==> src/shared/dss_pkg.sv <==
// constants and types shared by the dual slot sampling sequencer
package dss_pkg;
  // -----------------------------------------------------------------
  // register offsets and reset value
  // -----------------------------------------------------------------
  localparam logic [7:0] OFF_MODE = 8'h10;
  localparam logic [7:0] OFF_RATE = 8'h12;
  localparam logic [7:0] OFF_ROUTE = 8'h14;
  localparam logic [7:0] OFF_DLY_A = 8'h30;
  localparam logic [7:0] OFF_CNT_A = 8'h31;
  localparam logic [7:0] OFF_DLY_B = 8'h35;
  localparam logic [7:0] OFF_CNT_B = 8'h36;
  localparam logic [7:0] OFF_XCFG = 8'h38;
  localparam logic [7:0] OFF_CLK = 8'h4B;
  localparam logic [7:0] OFF_PIN = 8'h4F;
  localparam logic [15:0] REG_RESET = 16'h0000;
  // -----------------------------------------------------------------
  // field layout and codes
  // -----------------------------------------------------------------
  localparam int MODE_LSB = 0;
  localparam int ROUTE_A_LSB = 4;
  localparam int ROUTE_B_LSB = 8;
  localparam int LOW_LSB = 0;
  localparam int COUNT_LSB = 8;
  localparam int SYNC_LSB = 2;
  localparam int CLKSRC_LSB = 7;
  localparam int TRIM_LSB = 0;
  localparam logic [1:0] MODE_STANDBY = 2'h0;
  localparam logic [1:0] MODE_PROGRAM = 2'h1;
  localparam logic [1:0] MODE_NORMAL = 2'h2;
  localparam logic [1:0] SYNC_OFF = 2'h0;
  localparam logic [1:0] SYNC_PIN0 = 2'h1;
  localparam logic [1:0] SYNC_PIN1 = 2'h2;
  localparam logic [1:0] CLKSRC_EXT = 2'h2;
  // -----------------------------------------------------------------
  // timing
  // -----------------------------------------------------------------
  localparam int CLK_PERIOD_NS = 20;
  localparam int CLK_HZ = 50000000;
  localparam int US_NS = 1000;
  localparam int US_CYCLES = (US_NS + CLK_PERIOD_NS - 1) / CLK_PERIOD_NS;
  localparam int SAMPLE_CLK_HZ = 32000;
  localparam int SAMPLE_DIV_BASE = CLK_HZ / SAMPLE_CLK_HZ;
  localparam int TRIM_CENTER = 32;
  localparam logic [7:0] T_COMPUTE_A_US = 8'h44;
  localparam logic [7:0] T_COMPUTE_B_US = 8'h14;
  localparam logic [7:0] T_SLEEP_US = 8'hDE;
  localparam logic [7:0] DLY_MIN_US = 8'h17;
  localparam logic [7:0] SPC_MIN_US = 8'h13;
  localparam logic [7:0] TIME_MAX_US = 8'h3F;

  typedef enum logic [2:0] {ST_IDLE, ST_DELAY, ST_PULSE, ST_COMPUTE, ST_SLEEP} dss_state_t;
endpackage

==> src/dss_sequencer.sv <==
// dual slot sampling sequencer: registers, triggers, slot timing, routing
//
// Overview of operation
// - every period runs slot A, then slot B, skipping a slot whose routing code is 0; each stimulus through capture.
// - each slot has separate delay, spacing, count, routing and LED output.
// - slot A active time is delay plus count times spacing plus 68 us compute; count is 0x31 top byte.
// - slot B active time is delay plus count times spacing plus 20 us compute; count is 0x36 top byte.
// - compute time of 68 us after slot A, 20 us after slot B; skipped slots none.
// - slot A LED delay is 0x30 low byte, 23 to 63 us.
// - slot B LED delay is 0x35 low byte, 23 to 63 us.
// - slot A pulse spacing is 0x31 low byte, 19 to 63 us.
// - slot B pulse spacing is 0x36 low byte, 19 to 63 us.
// - at least 222 us sleep separates consecutive sampling periods.
// - routing field per slot: bits 11:8 slot B, bits 7:4 slot A.
// - routing codes 0 to 3 map inputs onto channels as tabled.
// - routing codes 4 to 7 map inputs onto channels as tabled.
// - 16-bit rate register sets the period; 6-bit trim tunes the 32 kHz clock.
// - the 32 kHz clock times the periods; a 1 us tick advances the state machine.
// - 2-bit field enables external sync and picks the trigger pin.
// - selected rising edge starts a period after one to two 32 kHz cycles.
// - an external 32 kHz reference on general pin one may replace the clock.
// - mode field: 0 standby, 1 program, 2 normal; starts in standby.
module dss_sequencer (
  input wire logic clk,
  input wire logic sys_rst,
  input wire logic [7:0] reg_addr,
  input wire logic [15:0] reg_wdata,
  input wire logic reg_wr,
  output logic [15:0] reg_rdata,
  input wire logic general_pin_zero,
  input wire logic general_pin_one,
  output logic emitter_output_first,
  output logic emitter_output_second,
  output logic capture_strobe,
  output logic sample_start,
  output logic slot_a_active,
  output logic slot_b_active,
  output logic [7:0] route_channel_1,
  output logic [7:0] route_channel_2,
  output logic [7:0] route_channel_3,
  output logic [7:0] route_channel_4,
  output logic seq_busy
);
  import dss_pkg::*;

  typedef struct packed {
    logic [15:0] mode_reg;
    logic [15:0] rate_reg;
    logic [15:0] route_reg;
    logic [15:0] dly_a_reg;
    logic [15:0] cnt_a_reg;
    logic [15:0] dly_b_reg;
    logic [15:0] cnt_b_reg;
    logic [15:0] xcfg_reg;
    logic [15:0] clk_reg;
    logic [15:0] pin_reg;
    logic [15:0] rdata;
    logic [15:0] rate_cnt;
    logic pend;
    logic armed;
    dss_state_t state;
    logic slot_b;
    logic [7:0] us_cnt;
    logic [7:0] pulses_left;
    logic [7:0] chk_us;
    logic [7:0] chk_led;
    logic led_a;
    logic led_b;
    logic capture;
    logic start;
    logic [31:0] route;
    logic busy;
    logic act_a;
    logic act_b;
  } dss_seq_t;

  dss_seq_t r;
  dss_seq_t n;

  logic [1:0] pin_rise;
  logic us_tick;
  logic smp_tick;
  logic [1:0] mode;
  logic [1:0] sync_sel;
  logic [3:0] code_a;
  logic [3:0] code_b;
  logic [7:0] cur_dly;
  logic [7:0] cur_spc;
  logic [7:0] cur_cnt;
  logic [7:0] comp_us;
  logic sync_edge;
  logic fire;

  // -----------------------------------------------------------------
  // helpers
  // -----------------------------------------------------------------
  function automatic logic [7:0] dss_clamp(input logic [7:0] v, input logic [7:0] lo);
    if (v < lo)
      return lo;
    else if (v > TIME_MAX_US)
      return TIME_MAX_US;
    else
      return v;
  endfunction

  // channel 4..1 masks, bit k of a mask is photodiode input k+1
  function automatic logic [31:0] dss_route(input logic [3:0] code);
    case (code)
      4'h1: return 32'h0000_030C;
      4'h2: return 32'h0000_30C0;
      4'h3: return 32'h0000_000F;
      4'h4: return 32'h8040_2010;
      4'h5: return 32'h0804_0201;
      4'h6: return 32'h0000_300C;
      4'h7: return 32'h0000_00F0;
      default: return 32'h0000_0000;
    endcase
  endfunction

  // -----------------------------------------------------------------
  // pins and timebase
  // -----------------------------------------------------------------
  dss_pin_sync u_pins (
    .clk(clk),
    .sys_rst(sys_rst),
    .pin_in({general_pin_one, general_pin_zero}),
    .pin_level(),
    .pin_rise(pin_rise)
  );

  dss_tick_gen u_ticks (
    .clk(clk),
    .sys_rst(sys_rst),
    .trim(r.clk_reg[TRIM_LSB +: 6]),
    .ext_sel(r.clk_reg[CLKSRC_LSB +: 2] == CLKSRC_EXT),
    .ext_rise(pin_rise[1]),
    .us_tick(us_tick),
    .smp_tick(smp_tick)
  );

  // -----------------------------------------------------------------
  // mode, sync and per-slot settings
  // -----------------------------------------------------------------
  assign mode = r.mode_reg[MODE_LSB +: 2];
  assign sync_sel = r.pin_reg[SYNC_LSB +: 2];
  assign code_a = r.route_reg[ROUTE_A_LSB +: 4];
  assign code_b = r.route_reg[ROUTE_B_LSB +: 4];
  assign cur_dly = r.slot_b ? dss_clamp(r.dly_b_reg[LOW_LSB +: 8], DLY_MIN_US)
                            : dss_clamp(r.dly_a_reg[LOW_LSB +: 8], DLY_MIN_US);
  assign cur_spc = r.slot_b ? dss_clamp(r.cnt_b_reg[LOW_LSB +: 8], SPC_MIN_US)
                            : dss_clamp(r.cnt_a_reg[LOW_LSB +: 8], SPC_MIN_US);
  assign cur_cnt = r.slot_b ? r.cnt_b_reg[COUNT_LSB +: 8] : r.cnt_a_reg[COUNT_LSB +: 8];
  assign comp_us = r.slot_b ? T_COMPUTE_B_US : T_COMPUTE_A_US;
  assign sync_edge = (sync_sel == SYNC_PIN0) ? pin_rise[0] :
                     (sync_sel == SYNC_PIN1) ? pin_rise[1] : 1'b0;

  // -----------------------------------------------------------------
  // next state
  // -----------------------------------------------------------------
  always_comb
  begin
    n = r;
    fire = 1'b0;
    n.led_a = 1'b0;
    n.led_b = 1'b0;
    n.capture = 1'b0;
    n.start = 1'b0;
    if (reg_wr)
    begin
      case (reg_addr)
        OFF_MODE: n.mode_reg = reg_wdata;
        OFF_RATE: n.rate_reg = reg_wdata;
        OFF_ROUTE: n.route_reg = reg_wdata;
        OFF_DLY_A: n.dly_a_reg = reg_wdata;
        OFF_CNT_A: n.cnt_a_reg = reg_wdata;
        OFF_DLY_B: n.dly_b_reg = reg_wdata;
        OFF_CNT_B: n.cnt_b_reg = reg_wdata;
        OFF_XCFG: n.xcfg_reg = reg_wdata;
        OFF_CLK: n.clk_reg = reg_wdata;
        OFF_PIN: n.pin_reg = reg_wdata;
        default: ;
      endcase
    end
    case (reg_addr)
      OFF_MODE: n.rdata = r.mode_reg;
      OFF_RATE: n.rdata = r.rate_reg;
      OFF_ROUTE: n.rdata = r.route_reg;
      OFF_DLY_A: n.rdata = r.dly_a_reg;
      OFF_CNT_A: n.rdata = r.cnt_a_reg;
      OFF_DLY_B: n.rdata = r.dly_b_reg;
      OFF_CNT_B: n.rdata = r.cnt_b_reg;
      OFF_XCFG: n.rdata = r.xcfg_reg;
      OFF_CLK: n.rdata = r.clk_reg;
      OFF_PIN: n.rdata = r.pin_reg;
      default: n.rdata = 16'h0000;
    endcase
    if (sync_sel == SYNC_OFF)
    begin
      n.pend = 1'b0;
      n.armed = 1'b0;
      if (smp_tick)
      begin
        if (r.rate_cnt + 16'h0001 >= r.rate_reg)
        begin
          fire = 1'b1;
          n.rate_cnt = 16'h0000;
        end
        else
          n.rate_cnt = r.rate_cnt + 16'h0001;
      end
    end
    else
    begin
      // edge waits for one to two sample clocks
      n.rate_cnt = 16'h0000;
      if (smp_tick)
      begin
        if (r.armed)
        begin
          fire = 1'b1;
          n.armed = 1'b0;
        end
        else if (r.pend)
        begin
          n.armed = 1'b1;
          n.pend = 1'b0;
        end
      end
      if (sync_edge)
        n.pend = 1'b1;
    end
    case (r.state)
      ST_IDLE:
      begin
        if (fire && mode == MODE_NORMAL)
        begin
          n.start = 1'b1;
          n.us_cnt = 8'h00;
          if (code_a != 4'h0)
          begin
            n.state = ST_DELAY;
            n.slot_b = 1'b0;
          end
          else if (code_b != 4'h0)
          begin
            n.state = ST_DELAY;
            n.slot_b = 1'b1;
          end
          else
            n.state = ST_SLEEP;
        end
      end
      ST_DELAY:
      begin
        if (us_tick)
        begin
          if (r.us_cnt + 8'h01 == cur_dly)
          begin
            n.us_cnt = 8'h00;
            n.pulses_left = cur_cnt;
            n.state = (cur_cnt == 8'h00) ? ST_COMPUTE : ST_PULSE;
          end
          else
            n.us_cnt = r.us_cnt + 8'h01;
        end
      end
      ST_PULSE:
      begin
        if (us_tick)
        begin
          if (r.us_cnt + 8'h01 == cur_spc)
          begin
            n.capture = 1'b1;
            n.us_cnt = 8'h00;
            n.pulses_left = r.pulses_left - 8'h01;
            if (r.pulses_left == 8'h01)
              n.state = ST_COMPUTE;
          end
          else
            n.us_cnt = r.us_cnt + 8'h01;
        end
      end
      ST_COMPUTE:
      begin
        if (us_tick)
        begin
          if (r.us_cnt + 8'h01 == comp_us)
          begin
            n.us_cnt = 8'h00;
            if (!r.slot_b && code_b != 4'h0)
            begin
              n.state = ST_DELAY;
              n.slot_b = 1'b1;
            end
            else
              n.state = ST_SLEEP;
          end
          else
            n.us_cnt = r.us_cnt + 8'h01;
        end
      end
      ST_SLEEP:
      begin
        if (us_tick)
        begin
          if (r.us_cnt + 8'h01 == T_SLEEP_US)
          begin
            n.us_cnt = 8'h00;
            n.slot_b = 1'b0;
            n.state = ST_IDLE;
          end
          else
            n.us_cnt = r.us_cnt + 8'h01;
        end
      end
      default: n.state = ST_IDLE;
    endcase
    if (mode != MODE_NORMAL)
    begin
      n.state = ST_IDLE;
      n.slot_b = 1'b0;
      n.us_cnt = 8'h00;
      n.pend = 1'b0;
      n.armed = 1'b0;
    end
    if (n.state != r.state)
      n.chk_us = 8'h00;
    else if (us_tick)
      n.chk_us = r.chk_us + 8'h01;
    if (r.state != ST_PULSE)
      n.chk_led = 8'h00;
    else if (n.capture)
      n.chk_led = r.chk_led + 8'h01;
    // LED of the running slot only
    n.led_a = n.state == ST_PULSE && n.us_cnt == 8'h00 && !n.slot_b;
    n.led_b = n.state == ST_PULSE && n.us_cnt == 8'h00 && n.slot_b;
    if (n.state == ST_DELAY || n.state == ST_PULSE)
      n.route = dss_route(n.slot_b ? code_b : code_a);
    else
      n.route = 32'h0000_0000;
    n.busy = n.state != ST_IDLE;
    n.act_a = n.busy && !n.slot_b && n.state != ST_SLEEP;
    n.act_b = n.busy && n.slot_b && n.state != ST_SLEEP;
  end

  always_ff @(posedge clk)
  begin
    if (sys_rst)
    begin
      r <= '0;
      r.mode_reg <= REG_RESET;
      r.state <= ST_IDLE;
    end
    else
      r <= n;
  end

  // -----------------------------------------------------------------
  // outputs
  // -----------------------------------------------------------------
  assign reg_rdata = r.rdata;
  assign emitter_output_first = r.led_a;
  assign emitter_output_second = r.led_b;
  assign capture_strobe = r.capture;
  assign sample_start = r.start;
  assign slot_a_active = r.act_a;
  assign slot_b_active = r.act_b;
  assign route_channel_1 = r.route[7:0];
  assign route_channel_2 = r.route[15:8];
  assign route_channel_3 = r.route[23:16];
  assign route_channel_4 = r.route[31:24];
  assign seq_busy = r.busy;
endmodule // dss_sequencer

==> src/dss_pin_sync.sv <==
// two-flop synchronisers and rising edge pulses for the two general pins
module dss_pin_sync (
  input wire logic clk,
  input wire logic sys_rst,
  input wire logic [1:0] pin_in,
  output logic [1:0] pin_level,
  output logic [1:0] pin_rise
);
  import dss_pkg::*;

  typedef struct packed {
    logic [1:0] meta;
    logic [1:0] sync;
    logic [1:0] last;
    logic [1:0] rise;
  } dss_psync_t;

  dss_psync_t r;
  dss_psync_t n;

  always_comb
  begin
    n = r;
    n.meta = pin_in;
    n.sync = r.meta;
    n.last = r.sync;
    n.rise = r.sync & ~r.last;
  end

  always_ff @(posedge clk)
  begin
    if (sys_rst)
      r <= '0;
    else
      r <= n;
  end

  assign pin_level = r.sync;
  assign pin_rise = r.rise;
endmodule // dss_pin_sync

==> src/dss_tick_gen.sv <==
// microsecond timebase and trimmed 32 kHz sample clock enables
module dss_tick_gen (
  input wire logic clk,
  input wire logic sys_rst,
  input wire logic [5:0] trim,
  input wire logic ext_sel,
  input wire logic ext_rise,
  output logic us_tick,
  output logic smp_tick
);
  import dss_pkg::*;

  typedef struct packed {
    logic [5:0] us_cnt;
    logic [10:0] smp_cnt;
    logic us_tick;
    logic smp_tick;
  } dss_tick_t;

  dss_tick_t r;
  dss_tick_t n;
  logic [10:0] smp_div;

  // trim moves the divider around its nominal value
  assign smp_div = 11'(SAMPLE_DIV_BASE - TRIM_CENTER) + {5'h00, trim};

  always_comb
  begin
    n = r;
    n.us_tick = 1'b0;
    n.smp_tick = 1'b0;
    if (r.us_cnt == 6'(US_CYCLES - 1))
    begin
      n.us_cnt = 6'h00;
      n.us_tick = 1'b1;
    end
    else
      n.us_cnt = r.us_cnt + 6'h01;
    if (ext_sel)
    begin
      n.smp_cnt = 11'h000;
      n.smp_tick = ext_rise;
    end
    else if (r.smp_cnt >= smp_div - 11'h001)
    begin
      n.smp_cnt = 11'h000;
      n.smp_tick = 1'b1;
    end
    else
      n.smp_cnt = r.smp_cnt + 11'h001;
  end

  always_ff @(posedge clk)
  begin
    if (sys_rst)
      r <= '0;
    else
      r <= n;
  end

  assign us_tick = r.us_tick;
  assign smp_tick = r.smp_tick;
endmodule // dss_tick_gen

==> config.mk <==
export PLATFORM = sky130hd
export DESIGN_NAME = dss_sequencer
export DESIGN_NICKNAME = d
export VERILOG_FILES = /design/src/shared/dss_pkg.sv /design/src/dss_sequencer.sv /design/src/dss_pin_sync.sv /design/src/dss_tick_gen.sv
export SDC_FILE = /design/constraint.sdc
export NUM_CORES = 1
export LEC_CHECK = 0
export BUFFER_PORTS_ARGS = -buffer_cell sky130_fd_sc_hd__buf_4
export CAP_MARGIN = 20
export CORE_ASPECT_RATIO = 1.2
export CORE_MARGIN = 5
export CORE_UTILIZATION = 55
export DETAILED_ROUTE_END_ITERATION = 6
export HOLD_SLACK_MARGIN = 0.06
export PLACE_DENSITY = 0.76
export SYNTH_ARGS = -nofsm -noshare
export SYNTH_HDL_FRONTEND = slang
export SYNTH_SLANG_ARGS = --single-unit
export TNS_END_PERCENT = 20
==> constraint.sdc <==
create_clock -name clk -period 4.45 [get_ports clk]
set_input_delay 0.2225 -clock clk [delete_from_list [all_inputs] [get_ports clk]]
set_output_delay 0.2225 -clock clk [all_outputs]
set_load 0.05 [all_outputs]
* Yosys cells after proc, flatten, opt, wreduce, memory -nomap -nowiden
Index checks and enable logic that the tools add are counted.
** Cells by class
- Add/subtract/negate cells :: 7
- Magnitude comparators :: 10
- Eq/ne operators :: 40
- Mux-type cells :: 62
- Bitwise logic cells :: 7
- Reduce and logical (&&, ||, !) cells :: 40
** Operators by type and width (count)
- one-hot mux 32 bit (7 select lines) :: 1
- one-hot mux 16 bit (10 select lines) :: 1
- 2-to-1 mux 8 bit :: 17
- 2-to-1 mux 12 bit :: 4
- 2-to-1 mux 16 bit :: 3
- == test 8 x 6 -> 1 bit, second input constant :: 5
- one-hot mux 8 bit (5 select lines) :: 1
- greater-than comparator 8 x 6 -> 1 bit, second input constant :: 4
- less-than comparator 8 x 5 -> 1 bit, second input constant :: 4
- == test 8 x 5 -> 1 bit, second input constant :: 3
- AND reduction 2 bit :: 11
- 2-to-1 mux 3 bit :: 7
- 2-to-1 mux 1 bit :: 19
- adder 16 x 1 -> 16 bit, second input constant :: 1
- == test 4 x 3 -> 1 bit, second input constant :: 4
- == test 8 x 7 -> 1 bit, second input constant :: 2
- == test 8 bit :: 2
- >= comparator 16 bit :: 1
- zero test 8 bit :: 2
- 2-to-1 mux 4 bit :: 4
- one-hot mux 8 bit (2 select lines) :: 1
- one-hot mux 3 bit (5 select lines) :: 1
- adder 11 x 1 -> 11 bit, second input constant :: 1
- adder 11 x 6 -> 11 bit, first input constant :: 1
- 36 further kinds :: 66
** Storage, ports and cells
- Register bits after elaboration :: 280
- Bits of input ports :: 29
- Output and inout bits :: 55
- Logic and storage cells :: 200

* Logic depth before layout (Yosys ltp)
- Depth after elaboration :: 13
- Depth in mapped cells :: 18
- Mapped depth without buffers :: 17

* Hierarchy
A second synthesis with hierarchy kept.
** Unflattened totals
- Cell total of the unflattened synthesis :: 1711
- Area, all modules :: 13480.4 um^2
** Modules (own cells, without submodules)
- dss_sequencer :: times used 1, cells an instance 1569, area an instance 12059.1 um^2, seq. area each 4664.5 um^2
- dss_tick_gen :: times used 1, cells an instance 122, area an instance 1168.6 um^2, seq. area each 380.4 um^2
- dss_pin_sync :: times used 1, cells an instance 20, area an instance 252.7 um^2, seq. area each 160.2 um^2

* Worst setup path before layout
OpenSTA, ideal clock, no wires.
- Path type :: reg2reg
- From :: register r[79] (netlist bit)
- To :: register r, in the netlist route_channel_1[4]
- Library setup time :: 0.066 ns
- Arrival time :: 4.179 ns
- Required time :: 4.384 ns
- Path slack :: 0.205 ns
- Stages on the path, launching flop included :: 17
- Path buffers :: 1
- Period minus slack after synthesis :: 4.245 ns
- Cells stage by stage :: dfxtp_1 and3_1 and3_1 and3_1 and3_1 clkbuf_1 nand3_1 xnor2_1 ha_1 a21oi_1 o211ai_1 a2111oi_0 nor2_1 a2111oi_2 nor2_1 or4_1 a21oi_2
** Between the ends
- Word-level cells in the longest chain between the ends :: 13
- Elaborated cells on any way between the ends :: 24
- Those cells by class :: add/sub (1); order compare (1); eq/ne (9); mux (9); bitwise (1); reduce/logical (3)
** RTL lines
- start, declared :: RTL line dss_sequencer.sv:77 : dss_seq_t r;
- start signal, assigned :: RTL line dss_sequencer.sv:355 : r <= n;
- adder 16 x 1 -> 16 bit (*) :: RTL line dss_sequencer.sv:203 : if (r.rate_cnt + 16'h0001 >= r.rate_reg)
- >= comparator 16 bit (*) :: RTL line dss_sequencer.sv:203
- 2-to-1 mux 1 bit (*) :: RTL line dss_sequencer.sv:203
- 2-to-1 mux 1 bit (*) :: RTL line dss_sequencer.sv:201 : if (smp_tick)
- 2-to-1 mux 1 bit (*) :: RTL line dss_sequencer.sv:197 : if (sync_sel == SYNC_OFF)
- logical AND 1 bit (*) :: RTL line dss_sequencer.sv:235 : if (fire && mode == MODE_NORMAL)
- 2-to-1 mux 12 bit (*) :: RTL line dss_sequencer.sv:235
- one-hot mux 3 bit (5 select lines) :: RTL line dss_sequencer.sv:232 : case (r.state)
- 2-to-1 mux 12 bit (*) :: RTL line dss_sequencer.sv:318 : if (mode != MODE_NORMAL)
- branches (longest 4 deep; another with one-hot mux 32 bit (7 select lines))
Mark *: on every way between the ends.
A chain may end at the register's enable or synchronous reset.

* Worst setup path after layout
- From :: register r[77] (netlist bit)
- To :: register r, in the netlist route_channel_1[7]
Same word-level chain as after synthesis.

==> key figures <==
Clocking
  • CTS tree: built
  • Worst-Skew Late Latency: roughly 530 ps
  • Clock Tree Buf Depth: 3
  • H-Tree Depth: 1
  • Clock Pin Slew Worst Setup and Hold Paths: roughly 60 ps
  • Clk sinks: 260
  • Num CTS Buffers: 27
  • Clock Tree Root: clkbuf_16

Layout
  • Fin util: slightly above 60%
  • Top reg by flops: r
  • P&R area growth vs syn: 11.4%
  • Max reg flops: between 150 and 200
  • Layout net count: ~1,800
  • Inserted Diodes: 0
  • Share of cells above drive strength 1: 11.5%
  • Filler Cell Count: around 2,200

Global routing
  • Total gr overflow: 0
  • First-pass GRT wire length: between 60 and 70 mm
  • Initial antenna violation count: 1
  • Total global-route track usage: 28.1%
  • Vias in the first global route: 11,800
  • Pin count of the biggest net entering global routing: roughly 130

Place
  • Port bufs: 67
  • Dpl ws: -196 ps
  • HPWL Detailed: 27.7 mm
  • Gp weighted congestion: roughly 0.95

STA
  • Fin crit period: about 4400 ps
  • Transition time of the tightest slew-check pin: roughly 1100 ps
  • Fmax: 227 MHz
  • Unrepaired setup endpoints after global routing: yes
  • Clk_skew: between 7 and 8 ps
  • Final worst-path cycle share: a little over nine tenths
  • Slew margin rel.: 24.4%
  • Finish-stage setup viols: 0
  • Max Transition Viols Final: 0
  • Min Hold Slack: 209 ps
  • Post-route setup slack: 47.5 ps
  • Final Hold Fails: 0

Critical path
  • Max stage delay cell, worst path: or4_4
  • WP buf/inv: 2
  • Crit path arrival time: ~4900 ps
  • Worst setup EP type: flip-flop
  • CP required: roughly 5000 ps
  • CP startpoint kind: flip-flop
  • Crit path largest cell delay: 590 ps
  • CP most frequent cell: and3_4
  • CP Class: reg2reg
  • Crit path max fanout: 7
  • Reg2Reg Capture Point: route_channel_1[7]
  • Critical path's top delay family: simple AND/OR/NAND/NOR gates
  • Cells on worst reg2reg path: 18
  • Reg2reg start: r[77]
  • CP Cell Sequence: and3_4, and3_4, and3_4, and3_4, nand3_1, xnor2_2, ha_1, a21oi_1, o211ai_1, a2111oi_2, buf_4, nor2_2, a32o_1, a211oi_2, xnor2_1, or4_4, buf_4, a31oi_2
  • Reg2reg setup slack: about 47 ps

Power
  • Power Density: 329 mW/mm²
  • Clock share of power: about half
  • Psw: roughly 1.1 mW
  • Sw Ratio: between 20 and 25%
  • Combinational power share: under 10%
  • Largest vdd supply drop: 263 µV
  • Lkg Pwr: 5.27 nW
  • Internal power: approximately 3.9 mW
  • Sequential fraction of design power: 47.5%

Synth
  • Post-Syn Area: between 0.01 and 0.015 mm²
  • Register area share after synthesis: just under 40%
  • Synth Register Bits: between 200 and 300
  • Post-synth EDFFs: 0
  • Netlist cell types: 86
  • FFs w/ async S/R, synth: 0%
  • Syn_area_per_cell: slightly below 8 µm²
  • Cells after Synth: ~1,700
  • Predominant post-synthesis flop cell: dfxtp_1
  • Synth Warn #: 0

Floorplanning
  • Core area: about 0.024 mm²
  • Die footprint: ~0.028 mm²
  • I/O pins: 84
  • # rows: a little over 60
  • Initial Utilization: 56.0%
  • Die Y: roughly 180 µm
  • Die Wd: 153 µm

Detailed routing
  • WL/cell: 19.6 µm
  • Via count: around 13,000
  • DR pass1 iterations: 7
  • Iter 0 DRT Violations: 1,313
  • DRC viols: 4
  • Final antenna-violating net count: 0
  • Via/cell ratio: 6.15
  • Post-Route WL: between 40 and 50 mm

Run
  • Number of max-cap violations: 0

Run status
  • Status: finished with violations
  • Failing checks: design-rule violations

Worst hold path
  • HP Class: in2reg
  • Worst Hold Path EP: r[65]
  • Hold depth: 2
  • Hold path start: sys_rst
-- cells in the mapped netlist (all sizes together), types with 18 or more instances --
| cell type | number | share of area (%) |
|---|---|---|
| nor2 | 87 | 2.4 |
| nor2b | 22 | 1.0 |
| nand2 | 410 | 11 |
| nor3 | 36 | 1.5 |
| a31oi | 25 | 1.2 |
| and3 | 23 | 1.1 |
| ha | 35 | 3.3 |
| xnor2 | 25 | 1.8 |
| a22oi | 30 | 1.7 |
| nand3 | 44 | 1.7 |
| clkbuf | 104 | 2.9 |
| inv | 44 | 1.2 |
| xor2 | 25 | 1.7 |
| buf | 66 | 3.6 |
| o21ai | 62 | 2.3 |
| dfxtp | 260 | 39 |
| mux2 | 18 | 1.5 |
| a221oi | 19 | 1.2 |
| a21oi | 213 | 8.0 |
-- what timing repair did --
item | 4_1_cts | 5_1_grt
endpoints found under the setup margin | 13 | 16
resized for setup | 4 | 17
hold buffers | 18 | 0
endpoints found under the hold margin | 159 | 0
pin swaps | 0 | 7
buffers inserted | 0 | 4
-- through the flow --
stage          area [µm²]  cells  setup TNS, ps  power [mW]
2_1_floorplan       13500   1757              0        2.51
3_3_place_gp        13800   2001          -33.4        2.56
3_5_place_dp        13800   2001          -1230        2.56
4_1_cts             14900   2064              0        4.94
5_1_grt             15000   2069           -720        5.06
6_report            15000   2069              0        4.93
-- power by group through the flow --
stage,Combinational [mW],Clock (mW),Sequential [mW]
2_1_floorplan,0.121,0,2.39
3_3_place_gp,0.164,0,2.40
3_5_place_dp,0.165,0,2.40
4_1_cts,0.178,2.42,2.34
5_1_grt,0.192,2.52,2.34
6_report,0.183,2.40,2.34
-- layout make-up --
class | instances | area [µm²] | share of cell area (%)
clock inverter | 11 | 211 | 1.41
inverter | 45 | 169 | 1.13
multi-input combinational | 1282 | 7350 | 49.0
clock buffer | 34 | 712 | 4.75
tap | 320 | 400 | 2.67
timing repair buffer | 117 | 940 | 6.27
sequential | 260 | 5210 | 34.7
-- layout by cell type (no fill, tap or decap), types with 7 or more instances in the layout --
cell,n
nand2_1,410
dfxtp_1,258
a21oi_1,209
buf_4,97
nor2_1,86
o21ai_0,59
inv_1,44
nand3_1,41
ha_1,34
nor3_1,33
a22oi_1,30
clkbuf_16,27
xor2_1,24
a31oi_1,24
nor2b_1,22
xnor2_1,21
a221oi_1,19
mux2_2,18
dlygate4sd3_1,18
and3_1,16
a222oi_1,16
conb_1,16
nor4_1,13
and2_1,12
mux2i_1,10
o211ai_1,10
nand2b_1,9
nand4_1,8
or3_1,8
o21a_1,7
a211oi_1,7
-- kinds of logic (layout without fill, tap and decap cells) --
kind of cell               after synthesis  after routing  share of synthesized area (%)
and+or+nand+nor                        707            707                           23.8
AOI/OAI and AO/OA                      445            445                           20.7
DFF                                    260            260                           38.7
buffers and inverters                  215            207                           7.74
xor gates and xnor gates                51             51                           3.62
adders and majority gates               35             35                           3.25
muxes                                   28             28                           2.25
other                                    1             16                         0.0279
-- worst reg2reg max path: stages (launching register included) --
cell       delay, ps
dfxtp_2          350
and3_4           200
and3_4           210
and3_4           220
and3_4           220
nand3_1          120
xnor2_2          170
ha_1             310
a21oi_1          220
o211ai_1         150
a2111oi_2        360
buf_4            180
nor2_2            50
a32o_1           280
a211oi_2         270
xnor2_1          110
or4_4            590
buf_4            190
a31oi_2          120
-- routing by layer --
metal,track usage [%],routed length [µm],vias to the layer above
met5,0,0,-
met4,13.5,2190,0
met3,4.52,3740,136
met2,46.8,19100,676
met1,35.5,15500,5912
li1,-,-,5999
-- worst max-delay path by stage --
stage | slack [ps] | to | cells after the start | from
CTS | 20 | route_channel_2[5] | 17 | r[77]
detailed placement | -200 | route_channel_2[5] | 17 | r[77]
global placement | -30 | route_channel_2[5] | 17 | r[78]
finish | 50 | route_channel_1[7] | 18 | r[77]
global route | -90 | route_channel_1[7] | 18 | r[77]
floorplan | 210 | route_channel_1[4] | 16 | r[79]
Note: power is estimated with default switching activity, not from simulation.
